[src/pkg/local_bus_arbiter_params.svh]
`ifndef LOCAL_BUS_ARBITER_PARAMS_SVH
`define LOCAL_BUS_ARBITER_PARAMS_SVH

// Arbitration clock period in ns
`define ARB_CLK_PERIOD_NS   100
// DRAM precharge time after a bus owner lets go, in ns
`define ARB_PRECHARGE_NS    200
// Whole cycles, rounded up; a zero time gives zero cycles
`define ARB_PRECHARGE_CYC   ((`ARB_PRECHARGE_NS + `ARB_CLK_PERIOD_NS - 1) / `ARB_CLK_PERIOD_NS)
// Refresh cycle length in arbitration clocks
`define ARB_REFRESH_CYC     4

`endif

[src/pkg/local_bus_arbiter_pkg.sv]
package local_bus_arbiter_pkg;

   typedef enum logic [2:0] {
      ST_CPU_OWNS,
      ST_REQUEST,
      ST_ACQUIRE,
      ST_REFRESH,
      ST_LAN,
      ST_PRECHARGE,
      ST_RELEASE
   } arb_state_t;

   // Handshake toward the host CPU, held at the active-low pin levels
   typedef struct packed {
      logic request;
      logic acknowledge;
   } cpu_arb_t;

endpackage

[src/rtl/local_bus_arbiter.sv]
`timescale 1ns/100ps
//
// Overview of operation
// - Fixed priority: refresh first, then coprocessor, host CPU only when both idle.
// - Assert CPU bus request, await grant, then hold acknowledge while another master owns.
// - Release: drop request, CPU drops grant, then drop acknowledge.
// - Asynchronous refresh request passes a two-flop synchroniser before use.
// - After refresh, bus goes to the highest priority pending requester.
// - Refresh during CPU ownership: request, acknowledge on grant, refresh, drop request.
// - Refresh arriving during coprocessor ownership waits until coprocessor finishes.
// - In that case the CPU request stays until the deferred refresh completes.
// - Coprocessor request during refresh keeps CPU request until both finish.
// - Refresh indication to memory controller is active throughout a refresh cycle.
// - Coprocessor grant is the inverse of the internal active-low cycle signal.
// - Backoff pin may force the coprocessor off the bus where present.
// - Polarity translated between active-high hold/grant and active-low CPU signals, retimed.
// - Logic runs on the arbitration clock, the inverted host CPU clock.
// - No new owner until the DRAM precharge interval has passed.
//
`include "local_bus_arbiter_params.svh"

module local_bus_arbiter
   import local_bus_arbiter_pkg::*;
#(
   parameter int unsigned REFRESH_CYC   = `ARB_REFRESH_CYC,
   parameter int unsigned PRECHARGE_CYC = `ARB_PRECHARGE_CYC,
   parameter bit          HAS_BACKOFF   = 1'b1
) (
   input  wire logic i_clk,
   input  wire logic i_nrst,
   input  wire logic i_refresh_request,
   input  wire logic i_lan_hold,
   input  wire logic i_cpu_bus_grant_n,
   input  wire logic i_lan_backoff_request,
   output logic      o_cpu_bus_request_n,
   output logic      o_cpu_grant_acknowledge_n,
   output logic      o_lan_bus_grant,
   output logic      o_lan_backoff,
   output logic      o_refresh_cycle
);

   // Counters are eight bits wide and count down to one
   if (REFRESH_CYC < 1 || REFRESH_CYC > 255 || PRECHARGE_CYC < 1 || PRECHARGE_CYC > 255) begin : g_bad_counts
      $error("local_bus_arbiter: counts must lie in 1..255");
   end

   ////////////////////////////////////////////////////////////////////////////
   // Input synchronisers; refresh and grant come from other timing domains

   logic [1:0] refresh_sync_q;
   logic [1:0] grant_sync_q;
   logic [1:0] hold_sync_q;
   logic [1:0] lan_backoff_sync_q;

   always_ff @(posedge i_clk or negedge i_nrst) begin
      if (!i_nrst) begin
         refresh_sync_q <= 2'h0;
         grant_sync_q   <= 2'h0;
         hold_sync_q    <= 2'h0;
         lan_backoff_sync_q    <= 2'h0;
      end else begin
         refresh_sync_q <= {refresh_sync_q[0], i_refresh_request};
         grant_sync_q   <= {grant_sync_q[0], ~i_cpu_bus_grant_n};
         hold_sync_q    <= {hold_sync_q[0], i_lan_hold};
         lan_backoff_sync_q    <= {lan_backoff_sync_q[0], i_lan_backoff_request};
      end
   end

   logic refresh_req;
   logic cpu_granted;
   logic lan_req;
   assign refresh_req = refresh_sync_q[1];
   assign cpu_granted = grant_sync_q[1];
   assign lan_req     = hold_sync_q[1];

   ////////////////////////////////////////////////////////////////////////////
   // Refresh pending flag: set wins over clear

   logic refresh_pend_q;
   logic refresh_seen_q;
   logic refresh_done;

   always_ff @(posedge i_clk or negedge i_nrst) begin
      if (!i_nrst) begin
         refresh_seen_q <= 1'b0;
      end else begin
         refresh_seen_q <= refresh_req;
      end
   end

   always_ff @(posedge i_clk or negedge i_nrst) begin
      if (!i_nrst) begin
         refresh_pend_q <= 1'b0;
      end else if (refresh_req && !refresh_seen_q) begin
         refresh_pend_q <= 1'b1;
      end else if (refresh_done) begin
         refresh_pend_q <= 1'b0;
      end
   end

   ////////////////////////////////////////////////////////////////////////////
   // Arbitration state machine, clocked by the arbitration clock

   arb_state_t state_q;
   logic [7:0] count_q;
   cpu_arb_t   cpu_n_q;
   logic       lan_cycle_active_n_q;
   logic       refresh_cycle_q;
   logic       backoff_q;

   assign refresh_done = (state_q == ST_REFRESH) && (count_q == 8'h01);

   always_ff @(posedge i_clk or negedge i_nrst) begin
      if (!i_nrst) begin
         state_q <= ST_CPU_OWNS;
         count_q <= 8'h00;
      end else begin
         case (state_q)
            ST_CPU_OWNS: begin
               if (refresh_pend_q || lan_req) begin
                  state_q <= ST_REQUEST;
               end
            end
            ST_REQUEST: begin
               if (cpu_granted) begin
                  state_q <= ST_ACQUIRE;
               end
            end
            ST_ACQUIRE: begin
               // Acknowledge is out now; pick owner by priority
               if (refresh_pend_q) begin
                  state_q <= ST_REFRESH;
                  count_q <= REFRESH_CYC[7:0];
               end else if (lan_req) begin
                  state_q <= ST_LAN;
               end else begin
                  state_q <= ST_RELEASE;
               end
            end
            ST_REFRESH: begin
               if (count_q == 8'h01) begin
                  state_q <= ST_PRECHARGE;
                  count_q <= PRECHARGE_CYC[7:0];
               end else begin
                  count_q <= count_q - 8'h01;
               end
            end
            ST_LAN: begin
               // Refresh waits until the coprocessor drops hold
               if (!lan_req) begin
                  state_q <= ST_PRECHARGE;
                  count_q <= PRECHARGE_CYC[7:0];
               end
            end
            ST_PRECHARGE: begin
               if (count_q > 8'h01) begin
                  count_q <= count_q - 8'h01;
               end else if (refresh_pend_q) begin
                  state_q <= ST_REFRESH;
                  count_q <= REFRESH_CYC[7:0];
               end else if (lan_req) begin
                  state_q <= ST_LAN;
               end else begin
                  state_q <= ST_RELEASE;
               end
            end
            ST_RELEASE: begin
               // Acknowledge held until the CPU drops its grant
               if (!cpu_granted) begin
                  state_q <= ST_CPU_OWNS;
               end
            end
            default: begin
               state_q <= ST_CPU_OWNS;
            end
         endcase
      end
   end

   ////////////////////////////////////////////////////////////////////////////
   // Registered outputs; grant, refresh and acknowledge decoded from the next state so they align with it

   always_ff @(posedge i_clk or negedge i_nrst) begin
      if (!i_nrst) begin
         cpu_n_q              <= '1;
         lan_cycle_active_n_q <= 1'b1;
         refresh_cycle_q      <= 1'b0;
         backoff_q            <= 1'b0;
      end else begin
         // Pin levels kept in the flop so the CPU request and acknowledge outputs need no gate after it
         cpu_n_q.request <= !(((state_q != ST_RELEASE) && (state_q != ST_CPU_OWNS))
                              || (state_q == ST_CPU_OWNS && (refresh_pend_q || lan_req)));
         if (state_q == ST_REQUEST && cpu_granted) begin
            cpu_n_q.acknowledge <= 1'b0;
         end else if (state_q == ST_RELEASE && !cpu_granted) begin
            cpu_n_q.acknowledge <= 1'b1;
         end
         lan_cycle_active_n_q <= !((state_q == ST_ACQUIRE && !refresh_pend_q && lan_req)
                                   || (state_q == ST_PRECHARGE && count_q <= 8'h01
                                       && !refresh_pend_q && lan_req)
                                   || (state_q == ST_LAN && lan_req));
         refresh_cycle_q <= (state_q == ST_REFRESH && count_q != 8'h01)
                            || ((state_q == ST_ACQUIRE || (state_q == ST_PRECHARGE && count_q <= 8'h01))
                                && refresh_pend_q);
         // Forced release only while coprocessor owns and a refresh waits or the backoff pin is asserted
         backoff_q <= HAS_BACKOFF && (state_q == ST_LAN) && (refresh_pend_q || lan_backoff_sync_q[1]);
      end
   end

   assign o_cpu_bus_request_n       = cpu_n_q.request;
   assign o_cpu_grant_acknowledge_n = cpu_n_q.acknowledge;
   assign o_lan_bus_grant           = ~lan_cycle_active_n_q;
   assign o_refresh_cycle           = refresh_cycle_q;
   assign o_lan_backoff             = backoff_q;

endmodule

[config.mk]
export PLATFORM = sky130hd
export DESIGN_NAME = local_bus_arbiter
export DESIGN_NICKNAME = d
export VERILOG_FILES = /design/src/pkg/local_bus_arbiter_pkg.sv /design/src/rtl/local_bus_arbiter.sv
export VERILOG_INCLUDE_DIRS = /design/src /design/src/pkg
export SDC_FILE = /design/constraint.sdc
export NUM_CORES = 1
export LEC_CHECK = 0
export BUFFER_PORTS_ARGS = -buffer_cell sky130_fd_sc_hd__buf_2
export CORE_AREA = 5 5 73 75
export DETAILED_ROUTE_END_ITERATION = 10
export DIE_AREA = 0 0 78 80
export MAX_ROUTING_LAYER = met4
export PLACE_DENSITY = 0.53
export RECOVER_POWER = 50
export SLEW_MARGIN = 20
export SYNTH_ARGS = -nofsm -noshare
export SYNTH_HDL_FRONTEND = slang
export SYNTH_SLANG_ARGS = --single-unit
[constraint.sdc]
create_clock -name i_clk -period 1.7 [get_ports i_clk]
set_input_delay 0.34 -clock i_clk [delete_from_list [all_inputs] [get_ports i_clk]]
set_output_delay 0.34 -clock i_clk [all_outputs]
set_load 0.005 [all_outputs]
Word level (Yosys, flattened, before mapping)
Index checks and enable logic that the tools add are counted.
Storage, ports and cells
  output and inout bits: 5
  flip-flop bits (word level): 26
  word-level logic and storage cells: 85
  input port bits: 6
Operators by class
  mux-type cells: 18
  add/sub/neg operators: 1
  magnitude comparators: 2
  reduce and logical (&&, ||, !) cells: 34
  bitwise gates (word level): 2
  eq/ne operators: 15
Operators with widths (count)
  two-way mux 8 bit: 4
  one-hot mux 8 bit (4 select lines): 1
  two-way mux 3 bit: 7
  one-hot mux 3 bit (7 select lines): 1
  logical AND 1 bit: 15
  != test 2 bit (second input constant): 5
  == test 3 bit (second input constant): 3
  == test 8 x 1 -> 1 bit (second input constant): 1
  greater-than comparator 8 x 1 -> 1 bit (second input constant): 1
  <= comparator 8 x 1 -> 1 bit (second input constant): 1
  != test 8 x 1 -> 1 bit (second input constant): 1
  subtractor 8 x 1 -> 8 bit (second input constant): 1
  logical OR 1 bit: 7
  == test 3 x 2 -> 1 bit (second input constant): 2
  AND reduction 6 bit: 1
  zero test 1 bit: 5
  two-way mux 1 bit: 4
  nonzero test 2 bit: 2
  nonzero test 4 bit: 1
  == test 3 x 1 -> 1 bit (second input constant): 1
  zero test 3 bit: 1
  != test 3 bit (second input constant): 1
  nonzero test 3 bit: 1
  two-way mux 2 bit: 1
  3 further kinds: 4

Longest topological paths before layout
Gate-level depths: netlist (run 1).
  word-level depth: 7
  mapped depth: 7
  gate-level depth less buffers: 6

Worst setup path after synthesis (run 1)
OpenSTA, ideal clock, no wires.
  path kind: register -> register
  start: reg count_q[6]
  end: reg count_q[7]
  required time: 1.558 ns
  library setup time: 0.142 ns
  path buffers: 1
  stages on the path, launching flop included: 6
  clock period less this slack: 1.750 ns
  slack: -0.050 ns
  arrival time: 1.608 ns
  cell sequence: dfrtp_1 -> or4_4 -> o311a_1 -> buf_6 -> a41oi_1 -> a31oi_1
On the way
  word-level cells in the longest chain between the ends: 3
  elaborated cells between the ends (all ways): 6
  those cells by class: 1 x add/sub; 1 x order compare; 1 x eq/ne; 3 x mux
Ends and longest elaborated chain
  start, declared: RTL line local_bus_arbiter.sv:105  | logic [7:0] count_q;
  start signal, assigned: RTL line local_bus_arbiter.sv:133  | count_q <= REFRESH_CYC[7:0];
  start signal, assigned: RTL line local_bus_arbiter.sv:143  | count_q <= PRECHARGE_CYC[7:0];
  start signal, assigned: RTL line local_bus_arbiter.sv:145  | count_q <= count_q - 8'h01;
  subtractor 8 x 1 -> 8 bit, or another cell as far along: RTL line local_bus_arbiter.sv:145, local_bus_arbiter.sv:157
  two-way mux 8 bit (on tied branches): RTL line local_bus_arbiter.sv:156, local_bus_arbiter.sv:141
  one-hot mux 8 bit (4 select lines) *: RTL line local_bus_arbiter.sv:118  | case (state_q)
Every way passes the cells marked *; elsewhere a longest branch is shown, timed or not.
A chain may end at the register's enable or synchronous reset.

Worst setup path after layout (run 1)
  start: reg count_q[7]
  end: reg count_q[7]
On the way
  word-level cells in the longest chain between the ends: 3
  elaborated cells between the ends (all ways): 7
  those cells by class: 1 x add/sub; 1 x order compare; 1 x eq/ne; 4 x mux
Ends and longest elaborated chain (RTL line)
  subtractor 8 x 1 -> 8 bit, or another cell as far along: local_bus_arbiter.sv:145, local_bus_arbiter.sv:157
  two-way mux 8 bit (on tied branches): local_bus_arbiter.sv:156, local_bus_arbiter.sv:141
  one-hot mux 8 bit (4 select lines) *: local_bus_arbiter.sv:118
Marked as above.

==> reports/results.ini, run 1 <==
[status]
status=complete, but fails checks
violations=negative setup slack

[worst_setup_path]
cp_num_buf_inv=0
cp-end-kind=flip-flop
criticalPathCategory=flip-flop to flip-flop
path_delay_family=compound AO/OA/AOI/OAI gates
crit_required_ns=1.85
crit_path_max_incr_delay_ns=0.55
crit_slowest_cell=or4_4
arrival_ns=1.95
cp_cell_sequence=or4_4 > o311a_4 > a41oi_1 > a31oi_1
startpoint_type=flip-flop
path_max_fanout=10

[placement]
place_inst=226
placed_cell_area_um2=1617
dp_hpwl_um=2454
pre_cts_slack_ns=-0.1317
port-buffer-count=10
place_congestion=0.8835

[grt]
grt_antenna_before_repair=0
grt.busiest_layer=met2
grt_pass1_vias=1198
met2_usage_pct=18.95
met1_usage_pct=14.71
use_met3_pct=2.483
grt_max_degree=27
grt_pass1_wl_um=5720
overflow=0
grt_usage_pct=11.56

[timing]
fin_skew_ns=0.01098
finalCritPeriodShare_pct=105.6
hold_slack_ns=0.1733
rsz0062_at_grt=yes
fin_crit_ns=1.794
fmax_mhz=557.3
worst_slew_pin_slew_ns=1.373
hold_violations=0
relSlewSlack_pct=8.436
slew_violations=0
setup_viol=10
fin_ws_ns=-0.09445

[die]
row_count=25
coreArea_um2=4598
die_h_um=80
start_util_pct=29.17
io_pins=11
die_w_um=78
dieArea_um2=6240

[synth]
synth-async-reset-ratio_pct=100.0
syn_area_um2=1341
ys_seq_area_share_pct=48.79
synth.largest_area_cell=dfrtp_1
synth_cells=142
synth_fp_nets=150
netlist_top_cells_area=dfrtp_1, dfstp_2, o21ai_0
synth_seq_cells=26
synth_cell_types=43
ys_warn_count=0
synth_edf_count=0
synth_flop_cell=dfrtp_1
synth_top_cell_area_share_pct=42.91
netlist_top_cells_count=dfrtp_1, inv_1, nor2_1, o21ai_0, nand2_1
avgSynthCellArea_um2=9.446
yosysMostFrequentCell=dfrtp_1

[cells_and_area]
final_area_um2=1780
drive_gt1_share_pct=32.20
fin_nets=186
antenna_cells=0
fin_cells=231
syn_to_final_growth_pct=32.74

[clock_network]
clk_latency_ns=0.27
cts_buffer_depth=2
clock_sinks=26
cts_tree=built
clk_pin_slew_worst_paths_ns=0.10
cts.htree.levels=1
root_buffer=clkbuf_8
cts-buffers-inserted=3

[hold_path]
hold_class=input port to flip-flop

[drt]
ant_nets=0
routed_wl_um=3394
routed_via_density=5.277
drc=0
drtIter0Drc=117
vias=1219
wl_per_cell_um=14.69
first_pass_iters=4

[power_and_ir_drop]
power_uw=3386
p_leak_uw=0.0007625
power-per-cell-area_nw_per_um2=1902
vdd_ir_drop_max_mv=0.7644

[job]
max_cap_viol_count=0

[registers in the layout, indices dropped and copies added, names as in the netlist]
| name | flops |
|---|---|
| lan_backoff_sync_q | 2 |
| o_refresh_cycle | 1 |
| refresh_pend_q | 1 |
| count_q | 8 |
| o_lan_backoff | 1 |
| o_cpu_grant_acknowledge_n | 1 |
| lan_cycle_active_n_q | 1 |
| grant_sync_q | 2 |
| hold_sync_q | 2 |
| state_q | 3 |
| refresh_seen_q | 1 |
| refresh_sync_q | 2 |
| o_cpu_bus_request_n | 1 |
[worst paths after layout]
kind                                   start                 to  slack [ns]  cells past startpoint
max                               count_q[7]         count_q[7]       -0.09                      4
min                        i_refresh_request  refresh_sync_q[0]        0.17                      1
max reg2reg                       count_q[7]         count_q[7]       -0.09                      4
min reg2reg                refresh_sync_q[0]  refresh_sync_q[1]        0.36                      0
max in group asynchronous             i_nrst      o_lan_backoff        0.53                      1
min in group asynchronous             i_nrst         state_q[2]        0.36                      1
[where the power goes]
part / internal [uW] / leakage (uW) / switching, uW
registers: 763 / 0.000311 / 157
clock network: 315 / 0.0000357 / 198
logic: 900 / 0.000416 / 1050
[per-stage QoR]
stage               TNS [ns]  utilization [%]
finish               -0.4846            38.72
global route          -1.226            38.72
CTS                  -0.2715            38.12
detailed placement   -0.9440            35.16
global placement     -0.5795            35.16
floorplan            -0.1041                -
[worst reg2reg max path, delay by kind of cell, from the launching register on]
family / cells / cell delay (ns)
AO/OA/AOI/OAI: 3 / 0.72
AND/OR/NAND/NOR: 1 / 0.55
flip-flops: 1 / 0.39
[routing by layer]
metal  routed length, um  vias to the layer above
li1                    -                      595
met1                1488                      593
met2                1696                       27
met3                 157                        4
met4                  52                        0
met5                   0                        -
[cells in the final DEF (no fill, tap or decap), drive strengths merged, types with 2 or more instances in the layout]
| cell | count |
|---|---|
| a21oi | 7 |
| a31oi | 5 |
| a41oi | 3 |
| buf | 34 |
| clkbuf | 4 |
| dfrtp | 23 |
| dfstp | 3 |
| ha | 2 |
| inv | 13 |
| nand2 | 10 |
| nand2b | 4 |
| nand3 | 6 |
| nand4 | 2 |
| nor2 | 11 |
| nor2b | 3 |
| nor3 | 5 |
| nor4 | 2 |
| o21a | 2 |
| o21ai | 11 |
| o221ai | 3 |
| o22ai | 2 |
| o2bb2ai | 2 |
| or2 | 2 |
| or4 | 2 |
[layout make-up]
| type | instances | area, um2 |
|---|---|---|
| fillers | 447 | 2818 |
| multi-input cells | 99 | 694.4 |
| flip-flops and latches | 26 | 654.4 |
| repair buffers | 35 | 244.0 |
| well taps | 54 | 67.56 |
| inverters | 13 | 48.80 |
| clock buffers | 3 | 41.29 |
| clock inverters | 1 | 30.03 |
[kinds of logic after synthesis]
logic type                 after synthesis  synth area share, %
AOI/OAI and AO/OA                       47                24.35
xor gates and xnor gates                 1               0.6531
adders and majority gates                2                1.865
buffers and inverters                   17                5.317
DFF                                     26                48.79
and+or+nand+nor                         49                19.03
[what timing repair did]
item / in CTS / in global routing
endpoints found under the setup margin: 13 / 13
buffers inserted: 1 / 0
hold buffers: 0 / 0
pin swaps: 1 / 1
resized for setup: 11 / 8
hold endpoints to repair: 0 / 0
Power figures use the tool's default switching activity.
==> run 2, diff against run 1 <==
- SKIP_CTS_REPAIR_TIMING: default -> 1
==> reports/results.ini, run 2 (synthesis results as in run 1) <==
[status]
status=complete, but fails checks  ; unchanged
violations=negative setup slack  ; unchanged

[cells_and_area]
final_common_cell=dfrtp_1
largest_register_ff_count=8  ; unchanged
syn_to_final_growth_pct=30.88  ; was 32.74%
final_cell_mix=dfrtp_1, buf_4, inv_1, nor2_1  ; was dfrtp_1, buf_4, inv_1, nor2_1, buf_2
drive_gt1_share_pct=30.68  ; was 32.20%
top_register=count_q  ; unchanged
fin_nets=185  ; was 186
top_regs=count_q x8, state_q x3  ; unchanged
antenna_cells=0  ; unchanged

[drt]
first_pass_iters=4  ; unchanged
vias=1240  ; was 1219
wl_per_cell_um=14.43  ; was 14.69 um
ant_nets=0  ; unchanged
drtIter0Drc=110  ; was 117
drc=0  ; unchanged
routed_wl_um=3318  ; was 3394 um
routed_via_density=5.391  ; was 5.277

[placement]
pre_cts_slack_ns=-0.1317  ; unchanged
place_congestion=0.8835  ; unchanged
dp_hpwl_um=2454  ; unchanged
port-buffer-count=10  ; unchanged

[die]
dieArea_um2=6240  ; unchanged
row_count=25  ; unchanged
start_util_pct=29.17  ; unchanged
die_h_um=80  ; unchanged
io_pins=11  ; unchanged
coreArea_um2=4598  ; unchanged
die_w_um=78  ; unchanged

[timing]
setup_viol=7  ; was 10
worst_slew_pin_slew_ns=1.385  ; was 1.373 ns
hold_slack_ns=0.1736  ; was 0.1733 ns
relSlewSlack_pct=7.682  ; was 8.436%
hold_violations=0  ; unchanged
fmax_mhz=565.7  ; was 557.3 MHz
fin_crit_ns=1.768  ; was 1.794 ns
slew_violations=0  ; unchanged
finalCritPeriodShare_pct=104.0  ; was 105.6%
fin_skew_ns=0.01089  ; was 0.01098 ns
rsz0062_at_grt=yes  ; unchanged
fin_ws_ns=-0.06763  ; was -0.09445 ns

[grt]
grt_pass1_wl_um=5616  ; was 5720 um
grt_antenna_before_repair=0  ; unchanged
grt_max_degree=27  ; unchanged
grt_usage_pct=11.36  ; was 11.56%
grt_pass1_vias=1179  ; was 1198
overflow=0  ; unchanged

[clock_network]
clk_latency_ns=0.27  ; about the same
cts-buffers-inserted=3  ; unchanged
clk_pin_slew_worst_paths_ns=0.10  ; about the same
clock_sinks=26  ; unchanged
root_buffer=clkbuf_8  ; unchanged
cts.htree.levels=1  ; unchanged
cts_buffer_depth=2  ; unchanged
cts_tree=built  ; unchanged

[worst_setup_path]
crit_path_max_incr_delay_ns=0.56  ; was 0.55 ns
cp_cell_sequence=or4_4 > buf_6 > nor3_4 > buf_6 > o31a_1 > o221ai_1  ; was or4_4 > o311a_4 > a41oi_1 > a31oi_1
cp_common_cell=buf_6
crit_required_ns=1.84  ; was 1.85 ns
startpoint_type=flip-flop  ; unchanged
arrival_ns=1.90  ; was 1.95 ns
path_delay_family=simple AND/OR/NAND/NOR gates  ; was compound AO/OA/AOI/OAI gates
r2r_slack_ns=-0.07  ; was -0.09 ns
cp-end-kind=flip-flop  ; unchanged
path_max_fanout=3  ; was 10
criticalPathCategory=flip-flop to flip-flop  ; unchanged
crit_slowest_cell=or4_4  ; unchanged
cp_num_buf_inv=2  ; was 0

[power_and_ir_drop]
vdd_ir_drop_max_mv=0.7641  ; was 0.7644 mV
p_leak_uw=0.0007562  ; was 0.0007625 uW
power_uw=3304  ; was 3386 uW
power-per-cell-area_nw_per_um2=1882  ; was 1902 nW/um2

[hold_path]
hold_class=input port to flip-flop  ; unchanged

[job]
max_cap_viol_count=0  ; unchanged

==> run 2: worst register-to-register path: stages (launching register included) <==
cell      delay, ns
dfrtp_1        0.40
or4_4          0.56
buf_6          0.14
nor3_4         0.16
buf_6          0.14
o31a_1         0.12
o221ai_1       0.12
==> run 2: layer usage <==
metal | global-route usage, % | up-vias | share of wire [%]
met3 | 2.709 | 4 | 5.8
met4 | 2.872 | 0 | 1.2
met2 | 18.28 | 41 | 49
met5 | - | - | 0
li1 | - | 597 | -
met1 | 14.42 | 598 | 44
==> run 2: worst paths after layout <==
path                                   start                 to  cells after the start
max                               count_q[7]         count_q[1]                      6
min                        i_refresh_request  refresh_sync_q[0]                      1
max reg2reg                       count_q[7]         count_q[1]                      6
min reg2reg                refresh_sync_q[0]  refresh_sync_q[1]                      0
max in group asynchronous             i_nrst      o_lan_backoff                      1
min in group asynchronous             i_nrst         state_q[2]                      1
==> run 2: through the flow <==
stage | util [%] | area, um2 | TNS [ns] | cells
2_1_floorplan | - | 1341 | -0.1041 | 142
5_1_grt | 38.18 | 1755 | -0.9130 | 230
6_report | 38.18 | 1755 | -0.2333 | 230
3_3_place_gp | 35.16 | 1617 | -0.5795 | 226
4_1_cts | 36.71 | 1688 | -1.282 | 230
3_5_place_dp | 35.16 | 1617 | -0.9440 | 226
==> run 2: area by class of cell <==
type	count	area [um2]
fill	451	2843
multi-input combinational	99	676.9
sequential	26	654.4
timing repair buffer	34	236.5
tap	54	67.56
inverter	13	48.80
clock buffer	3	41.29
clock inverter	1	30.03
==> run 2: where the power goes <==
part	internal (uW)	switching [uW]	total, uW	leakage, uW
logic	863	1010	1870	0.000410
registers	763	160	923	0.000311
clock network	315	197	512	0.0000357
